--- src/shared/cfsr_pkg.sv ---
package cfsr_pkg;
  localparam int unsigned ADDR_W = 9;
  localparam int unsigned PC_W = 13;
  localparam int unsigned STACK_DEPTH = 8;
  localparam int unsigned SP_W = 3;

  // Register addresses on the register port.
  localparam logic [8:0] ADDR_INDIRECT = 9'h000;
  localparam logic [8:0] ADDR_PCL = 9'h002;
  localparam logic [8:0] ADDR_STATUS = 9'h003;
  localparam logic [8:0] ADDR_POINTER = 9'h004;
  localparam logic [8:0] ADDR_FLAGS = 9'h00C;
  localparam logic [8:0] ADDR_LATCH = 9'h00A;
  localparam logic [8:0] ADDR_CAUSE = 9'h08E;
  localparam logic [8:0] ADDR_TRIM = 9'h090;
  localparam logic [6:0] BANK_MASK = 7'h7F;

  // Field positions.
  localparam int unsigned FLAG_NVM = 7;
  localparam int unsigned FLAG_ADC = 6;
  localparam int unsigned FLAG_CMP = 3;
  localparam int unsigned FLAG_TMR1 = 0;
  localparam int unsigned CAUSE_POR = 1;
  localparam int unsigned CAUSE_BOD = 0;
  localparam int unsigned STATUS_BANK = 7;

  localparam logic [7:0] FLAGS_MASK = 8'hC9;
  localparam logic [7:0] CAUSE_MASK = 8'h03;
  localparam logic [7:0] TRIM_MASK = 8'hFC;
  localparam logic [7:0] LATCH_MASK = 8'h1F;
  localparam logic [7:0] FLAGS_RST = 8'h00;
  localparam logic [7:0] TRIM_RST = 8'h80;
  localparam logic [PC_W-1:0] PC_RST = 13'h0000;
  localparam logic [7:0] ZERO_BYTE = 8'h00;

  typedef enum logic [2:0] {
    CFSR_OP_NONE = 3'h0,
    CFSR_OP_STEP = 3'h1,
    CFSR_OP_JUMP = 3'h3,
    CFSR_OP_CALL = 3'h2,
    CFSR_OP_IRQ = 3'h6,
    CFSR_OP_RET = 3'h7
  } cfsr_op_t;

  typedef struct packed {
    cfsr_op_t op;
    logic [10:0] target;
  } cfsr_flow_t;

  typedef struct packed {
    logic nvm_done;
    logic adc_done;
    logic cmp_change;
    logic tmr1_ovf;
  } cfsr_events_t;

  typedef struct packed {
    logic [8:0] addr;
    logic [7:0] wdata;
    logic wr;
    logic rd;
  } cfsr_bus_t;
endpackage : cfsr_pkg

--- src/rtl/cfsr_core.sv ---
// Operation
// - Peripheral flags set on their event regardless of any enable bit.
// - Nonvolatile write done sets bit 7; holds until software clears it.
// - Conversion done sets bit 6; holds until software clears it.
// - Comparator change sets bit 3; only a software write clears it.
// - Timer one overflow sets bit 0; holds until software clears it.
// - Power-on reset reads 0 at bit 1; software then writes 1.
// - Brown-out drives bit 0 to 0; software writes it back to 1.
// - Six-bit oscillator trim code in bits 7..2; bits 1..0 read 0.
// - Program counter 13 bits; low byte accessible, upper bits hidden.
// - Every reset clears the whole program counter; here only rstn_i does, por_i and bod_i leave it unchanged.
// - Writing the low byte loads upper bits from latch bits 4..0.
// - Call or jump takes top two bits from latch bits 4..3.
// - Eight-entry 13-bit return stack, pointer invisible to software.
// - Push on call or interrupt; pop on return.
// - Push and pop leave the upper-address latch unchanged.
// - Stack wraps circularly; ninth push overwrites the first.
// - No stack overflow or underflow indication exists.
// - Indirect register accesses the location chosen by the pointer.
// - Indirect self-access reads 00h and writes store nothing.
// - Indirect address is bank bit above the 8-bit pointer.
//
// The implementer's own choice: the address-and-strobe port.
module cfsr_core
  import cfsr_pkg::*;
(
  input wire logic mclk_i,
  input wire logic rstn_i,
  input wire logic por_i,
  input wire logic bod_i,
  input wire cfsr_bus_t bus_i,
  input wire cfsr_flow_t flow_i,
  input wire cfsr_events_t evt_i,
  input wire logic [7:0] mem_rdata_i,
  output logic [7:0] rdata_o,
  output logic [PC_W-1:0] pc_o,
  output logic [5:0] trim_code_o,
  output logic [7:0] peripheral_irq_flags_o,
  output logic [ADDR_W-1:0] mem_addr_o,
  output logic [7:0] mem_wdata_o,
  output logic mem_wr_o,
  output logic mem_rd_o
);

  // Reset-cause inputs come from the supply monitor, outside this clock.
  // Only the second stage of each pair is read, so a metastable first stage never reaches logic.
  logic por_s1_q;
  logic por_s2_q;
  logic bod_s1_q;
  logic bod_s2_q;
  always_ff @(posedge mclk_i or negedge rstn_i) begin
    if (!rstn_i) begin
      por_s1_q <= 1'b0;
      por_s2_q <= 1'b0;
      bod_s1_q <= 1'b0;
      bod_s2_q <= 1'b0;
    end else begin
      por_s1_q <= por_i;
      por_s2_q <= por_s1_q;
      bod_s1_q <= bod_i;
      bod_s2_q <= bod_s1_q;
    end
  end


  // Architectural registers, one flop group per concern.
  logic [7:0] pcl_q;
  logic [7:0] latch_q;
  logic [7:0] pointer_q;
  logic [7:0] flags_q;
  logic [7:0] flags_d;
  logic [7:0] trim_q;
  logic [1:0] cause_q;
  logic [1:0] cause_d;
  logic bank_q;
  logic [12:8] pch_q;
  logic [PC_W-1:0] stack_q [STACK_DEPTH];
  logic [SP_W-1:0] sp_q;


  logic [PC_W-1:0] pc_now;
  logic [PC_W-1:0] pc_next_seq;
  assign pc_now = {pch_q, pcl_q};
  assign pc_next_seq = pc_now + 13'h0001;

  // Decode folds both banks onto one map; only bank bit matters for three regs (flags, cause, trim).
  logic [ADDR_W-1:0] ind_addr;
  logic is_ind;
  logic wr_ind_self;
  assign ind_addr = {bank_q, pointer_q};
  assign is_ind = (bus_i.addr[6:0] & BANK_MASK) == ADDR_INDIRECT[6:0];
  assign wr_ind_self = (ind_addr[6:0] == ADDR_INDIRECT[6:0]);

  logic [ADDR_W-1:0] eff_addr;
  logic [7:0] eff_wdata;
  assign eff_addr = is_ind ? ind_addr : bus_i.addr;
  assign eff_wdata = bus_i.wdata;


  // A pointer that selects the indirect register itself turns the access into a no-op.
  logic eff_wr;
  logic eff_rd;
  assign eff_wr = bus_i.wr && !(is_ind && wr_ind_self);
  assign eff_rd = bus_i.rd && !(is_ind && wr_ind_self);


  logic w_flags;
  logic w_cause;
  logic w_trim;
  logic w_latch;
  logic w_ptr;
  logic w_status;
  logic w_pcl;
  assign w_flags = eff_wr && eff_addr == ADDR_FLAGS;
  assign w_cause = eff_wr && eff_addr == ADDR_CAUSE;
  assign w_trim = eff_wr && eff_addr == ADDR_TRIM;
  assign w_latch = eff_wr && eff_addr[6:0] == ADDR_LATCH[6:0];
  assign w_ptr = eff_wr && eff_addr[6:0] == ADDR_POINTER[6:0];
  assign w_status = eff_wr && eff_addr[6:0] == ADDR_STATUS[6:0];
  assign w_pcl = eff_wr && eff_addr[6:0] == ADDR_PCL[6:0];

  // Flags: set beats a same-cycle software clear so no event is lost.
  logic [7:0] evt_vec;
  always_comb begin
    evt_vec = 8'h00;
    evt_vec[FLAG_NVM] = evt_i.nvm_done;
    evt_vec[FLAG_ADC] = evt_i.adc_done;
    evt_vec[FLAG_CMP] = evt_i.cmp_change;
    evt_vec[FLAG_TMR1] = evt_i.tmr1_ovf;
  end


  always_comb begin
    flags_d = flags_q | evt_vec;
    if (w_flags) begin
      flags_d = eff_wdata | evt_vec;
    end
    flags_d = flags_d & FLAGS_MASK;
  end

  always_ff @(posedge mclk_i or negedge rstn_i) begin
    if (!rstn_i) begin
      flags_q <= FLAGS_RST;
    end else begin
      flags_q <= flags_d;
    end
  end

  // Cause bits: hardware events force 0 and win over a software write of 1.
  always_comb begin
    cause_d = cause_q;
    if (w_cause) begin
      cause_d[CAUSE_POR] = eff_wdata[CAUSE_POR];
      cause_d[CAUSE_BOD] = eff_wdata[CAUSE_BOD];
    end
    if (por_s2_q) begin
      cause_d[CAUSE_POR] = 1'b0;
    end
    if (bod_s2_q) begin
      cause_d[CAUSE_BOD] = 1'b0;
    end
  end

  always_ff @(posedge mclk_i or negedge rstn_i) begin
    if (!rstn_i) begin
      cause_q <= 2'h0;
    end else begin
      cause_q <= cause_d;
    end
  end

  always_ff @(posedge mclk_i or negedge rstn_i) begin
    if (!rstn_i) begin
      trim_q <= TRIM_RST;
    end else if (w_trim) begin
      trim_q <= eff_wdata & TRIM_MASK;
    end
  end

  always_ff @(posedge mclk_i or negedge rstn_i) begin
    if (!rstn_i) begin
      latch_q <= ZERO_BYTE;
    end else if (w_latch) begin
      latch_q <= eff_wdata & LATCH_MASK;
    end
  end

  always_ff @(posedge mclk_i or negedge rstn_i) begin
    if (!rstn_i) begin
      pointer_q <= ZERO_BYTE;
      bank_q <= 1'b0;
    end else begin
      if (w_ptr) begin
        pointer_q <= eff_wdata;
      end
      if (w_status) begin
        bank_q <= eff_wdata[STATUS_BANK];
      end
    end
  end

  // Program counter; a low-byte write takes priority over flow control.
  logic [PC_W-1:0] jump_pc;
  logic [PC_W-1:0] stack_top;
  logic [PC_W-1:0] pc_d;
  assign jump_pc = {latch_q[4:3], flow_i.target};
  assign stack_top = stack_q[sp_q - 3'h1];

  always_comb begin
    pc_d = pc_now;
    if (w_pcl) begin
      pc_d = {latch_q[4:0], eff_wdata};
    end else begin
      unique case (flow_i.op)
        CFSR_OP_NONE: begin
          pc_d = pc_now;
        end
        CFSR_OP_STEP: begin
          pc_d = pc_next_seq;
        end
        CFSR_OP_JUMP, CFSR_OP_CALL, CFSR_OP_IRQ: begin
          pc_d = jump_pc;
        end
        CFSR_OP_RET: begin
          pc_d = stack_top;
        end
        default: begin
          pc_d = pc_now;
        end
      endcase
    end
  end

  // Only rstn_i lands here; por_i and bod_i change cause bits alone, so fetching restarts at address zero on rstn_i only.
  always_ff @(posedge mclk_i or negedge rstn_i) begin
    if (!rstn_i) begin
      pcl_q <= PC_RST[7:0];
      pch_q <= PC_RST[12:8];
    end else begin
      pcl_q <= pc_d[7:0];
      pch_q <= pc_d[12:8];
    end
  end

  // Stack pointer wraps silently; no overflow or underflow status exists.
  // Software that nests deeper than eight calls loses its oldest return address.
  logic push;
  logic pop;
  logic [SP_W-1:0] sp_d;
  assign push = !w_pcl && (flow_i.op == CFSR_OP_CALL || flow_i.op == CFSR_OP_IRQ);
  assign pop = !w_pcl && flow_i.op == CFSR_OP_RET;

  always_comb begin
    sp_d = sp_q;
    if (push) begin
      sp_d = sp_q + 3'h1;
    end else if (pop) begin
      sp_d = sp_q - 3'h1;
    end
  end

  always_ff @(posedge mclk_i or negedge rstn_i) begin
    if (!rstn_i) begin
      sp_q <= 3'h0;
    end else begin
      sp_q <= sp_d;
    end
  end

  generate
    for (genvar i = 0; i < STACK_DEPTH; i++) begin : g_stack
      always_ff @(posedge mclk_i or negedge rstn_i) begin
        if (!rstn_i) begin
          stack_q[i] <= PC_RST;
        end else if (push && sp_q == SP_W'(i)) begin
          stack_q[i] <= pc_next_seq;
        end
      end
    end
  endgenerate

  // Read data one cycle after the strobe; outside data goes through memory.
  logic local_hit;
  logic [7:0] rd_d;
  always_comb begin
    local_hit = 1'b1;
    rd_d = ZERO_BYTE;
    if (bus_i.rd && is_ind && wr_ind_self) begin
      rd_d = ZERO_BYTE;
    end else if (eff_addr == ADDR_FLAGS) begin
      rd_d = flags_q;
    end else if (eff_addr == ADDR_CAUSE) begin
      rd_d = {6'h00, cause_q};
    end else if (eff_addr == ADDR_TRIM) begin
      rd_d = trim_q;
    end else if (eff_addr[6:0] == ADDR_PCL[6:0]) begin
      rd_d = pcl_q;
    end else if (eff_addr[6:0] == ADDR_LATCH[6:0]) begin
      rd_d = latch_q;
    end else if (eff_addr[6:0] == ADDR_POINTER[6:0]) begin
      rd_d = pointer_q;
    end else if (eff_addr[6:0] == ADDR_STATUS[6:0]) begin
      rd_d = {bank_q, 7'h00};
    end else begin
      local_hit = 1'b0;
    end
  end

  logic fwd_q;
  logic [7:0] rd_q;
  always_ff @(posedge mclk_i or negedge rstn_i) begin
    if (!rstn_i) begin
      rd_q <= ZERO_BYTE;
      fwd_q <= 1'b0;
    end else begin
      rd_q <= bus_i.rd ? rd_d : ZERO_BYTE;
      fwd_q <= eff_rd && !local_hit;
    end
  end

  always_ff @(posedge mclk_i or negedge rstn_i) begin
    if (!rstn_i) begin
      mem_addr_o <= '0;
      mem_wdata_o <= ZERO_BYTE;
      mem_wr_o <= 1'b0;
      mem_rd_o <= 1'b0;
    end else begin
      mem_addr_o <= eff_addr;
      mem_wdata_o <= eff_wdata;
      mem_wr_o <= eff_wr && !local_hit;
      mem_rd_o <= eff_rd && !local_hit;
    end
  end

  // Memory answers in the cycle its strobe is out, so mux it in combinationally.
  assign rdata_o = fwd_q ? mem_rdata_i : rd_q;
  assign pc_o = pc_now;
  assign trim_code_o = trim_q[7:2];
  assign peripheral_irq_flags_o = flags_q;

endmodule : cfsr_core

--- config.mk ---
export PLATFORM = sky130hd
export DESIGN_NAME = cfsr_core
export DESIGN_NICKNAME = d
export VERILOG_FILES = /design/src/shared/cfsr_pkg.sv /design/src/rtl/cfsr_core.sv
export SDC_FILE = /design/constraint.sdc
export NUM_CORES = 1
export LEC_CHECK = 0
export ABC_CLOCK_PERIOD_IN_PS = 7850
export BUFFER_PORTS_ARGS = -buffer_cell sky130_fd_sc_hd__buf_2
export CORE_MARGIN = 8
export CORE_UTILIZATION = 50
export DETAILED_ROUTE_END_ITERATION = 10
export PLACE_DENSITY = 0.74
export SLEW_MARGIN = 0
export SYNTH_ARGS = -nofsm -noshare
export SYNTH_HDL_FRONTEND = slang
export SYNTH_SLANG_ARGS = --single-unit
--- constraint.sdc ---
create_clock -name mclk_i -period 7.85 [get_ports mclk_i]
set_input_delay 0.3925 -clock mclk_i [delete_from_list [all_inputs] [get_ports mclk_i]]
set_output_delay 0.3925 -clock mclk_i [all_outputs]
set_load 0.005 [all_outputs]
==> flow_metrics.env <==
export IMPL_cts_tree="built"
export IMPL_post_synth_cell_area_avg_um2=11.09
export IMPL_antenna_diode_count=0
export IMPL_worstPathArrival_ns=3.74
export IMPL_synth_seq_area_share_pct=50.59
export IMPL_gp_congestion=0.9964
export IMPL_cts_path_max_buffers=2
export IMPL_wire_length_of_the_first_global_routing_pass_mm=37.58
export IMPL_final_core_utilization_pct=57.53
export IMPL_worst_path_max_fanout=25
export IMPL_syn2layout_area_growth_pct=13.21
export IMPL_irDropWorstVdd_mv=0.1956
export IMPL_gr_total_overflow=0
export IMPL_routedWlPerCell_um=21.40
export IMPL_power_per_cell_area_nw_per_um2=325.3
export IMPL_dieArea_um2=22010
export IMPL_reg2regPathDepth=5
export IMPL_crit_path_end="stack_q[79]$_DFFE_PN0P_"
export IMPL_final_period_minus_worst_setup_slack_ns=3.422
export IMPL_synth_top_cells_by_area="dfrtp_1, mux4_2, nand2_1, mux2_2, o21ai_1"
export IMPL_clock_insertion_delay_worst_skew_ns=0.44
export IMPL_critPathMaxStageDelay_ns=0.85
export IMPL_fin_nets=925
export IMPL_crit_path_cell_trace="nor3_1, a21boi_0, o211ai_2, o2111ai_2, mux2_1"
export IMPL_yosys_warnings=0
export IMPL_chipWidth_um=148.4
export IMPL_p_sw_share_pct=34.57
export IMPL_synth_top_cell_area_share_pct=50.29
export IMPL_worst_path_max_delay_cell="o211ai_2"
export IMPL_drc_errors=0
export IMPL_setup_tns_ns=0
export IMPL_synth_ff_type="dfrtp_1"
export IMPL_criticalPathCategory="reg2reg"
export IMPL_postCtsSetupRepairBufs=0
export IMPL_min_delay_path_class="in2async"
export IMPL_start_kind="flop"
export IMPL_run_status="finished, final reports clean"
export IMPL_setup_worst_path_start="pointer_q[4]$_DFFE_PN0P_"
export IMPL_final_max_slew_viol_count=0
export IMPL_critical_path_n_buffers_inverters=0
export IMPL_p_leak_nw=4.328
export IMPL_share_of_total_power_in_sequential_cells_pct=43.2
export IMPL_timing_hold_ws_ns=0.04286
export IMPL_first_global_vias=6754
export IMPL_max_cap_violations=0
export IMPL_relSlewSlack_pct=23.31
export IMPL_critPathTopFamily="compound AO/OA/AOI/OAI gates"
export IMPL_num_io_pins=103
export IMPL_io_buf_count=98
export IMPL_cts_htree_levels=4
export IMPL_worst_clock_skew_ns=0.01167
export IMPL_num_vias=6712
export IMPL_timing_critical_path_depth=5
export IMPL_combinationalPowerShare_pct=30.2
export IMPL_grt_setup_unrepaired="no"
export IMPL_synth_edf_count=0
export IMPL_dpl_hpwl_mm=16.41
export IMPL_worst_slew_pin_transition_ns=1.150
export IMPL_asyncSetResetFlopFracSynth_pct=100.0
export IMPL_internal_power_w=0.002111
export IMPL_worstSetupEndpointType="flop"
export IMPL_max_freq_ghz=0.2922
export IMPL_cts_repair_resized=0
export IMPL_cts_num_sinks=177
export IMPL_dr_pass1_iters=5
export IMPL_p_sw_w=0.001115
export IMPL_synth_area_um2=8758
export IMPL_initial_core_util_pct=50.81
export IMPL_core_area_um2=17240
export IMPL_cts_inserted_buffers=17
export IMPL_number_of_library_cell_types_mapped_by_synthesis=78
export IMPL_syn_instance_count=790
export IMPL_drt_wl_total_mm=23.65
export IMPL_critical_path_reg2reg_endpoint="stack_q[79]$_DFFE_PN0P_"
export IMPL_grt_max_degree=106
export IMPL_route_antenna_remaining_nets=0
export IMPL_via_per_inst=6.074
export IMPL_first_iter_violations=801
export IMPL_track_usage_pct=22.00
export IMPL_final_hold_violation_count=0
export IMPL_fp_dieH_um=148.4
export IMPL_drive_above_1_share_pct=25.68
export IMPL_reg2reg_slack_ns=4.43
export IMPL_row_count=48
export IMPL_cts_hold_repair_buffers=0
export IMPL_postSynthRegisterBits=177
export IMPL_yosys_area_top_type="dfrtp_1"
export IMPL_antenna_violations_before_repair=0
export IMPL_clock_root_buffer="clkbuf_16"
export IMPL_rr_startpoint="pointer_q[4]$_DFFE_PN0P_"
export IMPL_critical_path_required_ns=8.16
export IMPL_setup_viol=0
export IMPL_final_min_period_over_clock_period_pct=43.59
export IMPL_cts_clk_slew_worst_paths_ns=0.07
export IMPL_clockPowerShare_pct=26.6
==> logic make-up (layout without fill, tap and decap cells) <==
family / after synthesis / after routing / share of synthesized area (%)
and+or+nand+nor: 235 / 235 / 12.89
AOI/OAI and AO/OA: 220 / 220 / 17.59
DFF: 177 / 177 / 50.59
muxes: 75 / 75 / 12.80
buffers and inverters: 59 / 146 / 3.457
xor gates and xnor gates: 15 / 15 / 1.500
adders and majority gates: 8 / 8 / 1.143
other: 1 / 4 / 0.04282
==> power by group through the flow <==
stage | combinational, W | clock [W] | sequential (W)
3_5_place_dp | 0.000972 | 0 | 0.00140
6_report | 0.000975 | 0.000858 | 0.00139
2_1_floorplan | 0.000782 | 0 | 0.00128
4_1_cts | 0.000976 | 0.000870 | 0.00139
5_1_grt | 0.00107 | 0.000906 | 0.00142
3_3_place_gp | 0.000939 | 0 | 0.00139
==> layer usage <==
layer	global-route usage, %	share of wire, %
met5	0	0
met4	11.17	4.2
met3	4.345	7.5
met2	34.50	47
met1	28.65	42
==> registers in the layout, indices dropped and copies added, names as in the netlist, 2 cells and up <==
name and flops:
stack_q 104, mem_addr_o 9, mem_wdata_o 8, pcl_q 8, pointer_q 8, rd_q 8, trim_q 6, latch_q 5
pch_q 5, peripheral_irq_flags_o 4, sp_q 3, cause_q 2
==> metrics by stage <==
stage | std cells | total power, W | instance area, um2 | worst slack [ns]
CTS | 1105 | 0.003234 | 9916 | 4.380
global route | 1105 | 0.003404 | 9916 | 4.105
global placement | 1074 | 0.002332 | 9325 | 4.405
floorplan | 793 | 0.002063 | 8770 | 4.830
finish | 1105 | 0.003226 | 9916 | 4.428
detailed placement | 1074 | 0.002375 | 9325 | 4.336
==> layout make-up <==
cell class                 count  area [um2]
clock inverter                13       151.4
fill                        1442        7321
inverter                      13       48.80
timing repair buffer         102       526.8
sequential                   177        4432
multi-input combinational    557        4036
tap                          225       281.5
clock buffer                  18       439.2
==> cells in the final DEF (no fill, tap or decap), drive strengths merged, types with 3 or more instances in the layout <==
cell / netlist / final
a21oi: 17 / 17
inv: 13 / 19
a211o: 4 / 4
o22ai: 5 / 5
o2111ai: 8 / 8
nand3: 15 / 15
nor2: 34 / 34
conb: 1 / 4
a21boi: 3 / 3
ha: 8 / 8
o2111a: 3 / 3
mux2: 36 / 36
nand2b: 3 / 3
clkinv: 0 / 4
xor2: 5 / 5
nor3: 19 / 19
o211ai: 8 / 8
mux4: 26 / 26
nor2b: 8 / 8
xnor2: 10 / 10
nand4: 4 / 4
mux2i: 13 / 13
nor4: 4 / 4
clkbuf: 12 / 18
a21o: 6 / 6
a211oi: 7 / 7
buf: 34 / 102
nand2: 131 / 131
a22o: 4 / 4
o31ai: 4 / 4
o221ai: 3 / 3
o32a: 3 / 3
dfrtp: 176 / 176
a22oi: 8 / 8
and2: 6 / 6
o21ai: 119 / 119
==> worst min path at each step <==
stage                        from                      end  slack (ns)  cells past startpoint
2_1_floorplan              rstn_i       bank_q$_DFFE_PN0P_         0.1                      0
3_3_place_gp   por_s1_q$_DFF_PN0_       por_s2_q$_DFF_PN0_        0.34                      0
3_5_place_dp   por_s1_q$_DFF_PN0_       por_s2_q$_DFF_PN0_        0.35                      0
4_1_cts                     por_i       por_s1_q$_DFF_PN0_        0.05                      1
5_1_grt                     por_i       por_s1_q$_DFF_PN0_        0.05                      1
6_report                   rstn_i  stack_q[14]$_DFFE_PN0P_        0.04                      1
==> worst reg2reg max path, cell delays in order, from the launching register on <==
cell       delay (ns)
dfrtp_1          0.43
nor3_1           0.49
a21boi_0         0.25
o211ai_2         0.85
o2111ai_2        0.72
mux2_1           0.56
==> Yosys cell counts (3+ instances only) <==
cell type and number:
dfrtp_1 176, nand2_1 129, o21ai_1 61, o21ai_0 57
nor2_1 33, mux2_2 31, mux4_2 26, buf_2 20
a21oi_1 17, nand3_1 14, inv_1 13, mux2i_1 13
nor3_1 13, clkbuf_1 12, buf_4 11, xnor2_1 10
a22oi_1 8, ha_1 8, nor2b_1 8, a211oi_1 6
a21o_1 6, and2_1 6, mux2_1 5, o211ai_1 5
o22ai_1 5, xor2_1 5, a211o_1 4, a22o_1 4
nand4_1 4, nor3_4 4, o2111ai_4 4, a21boi_0 3
nand2b_1 3, o2111a_1 3, o2111ai_2 3, o31ai_1 3
o32a_1 3
(Power assumes the default switching activity.)
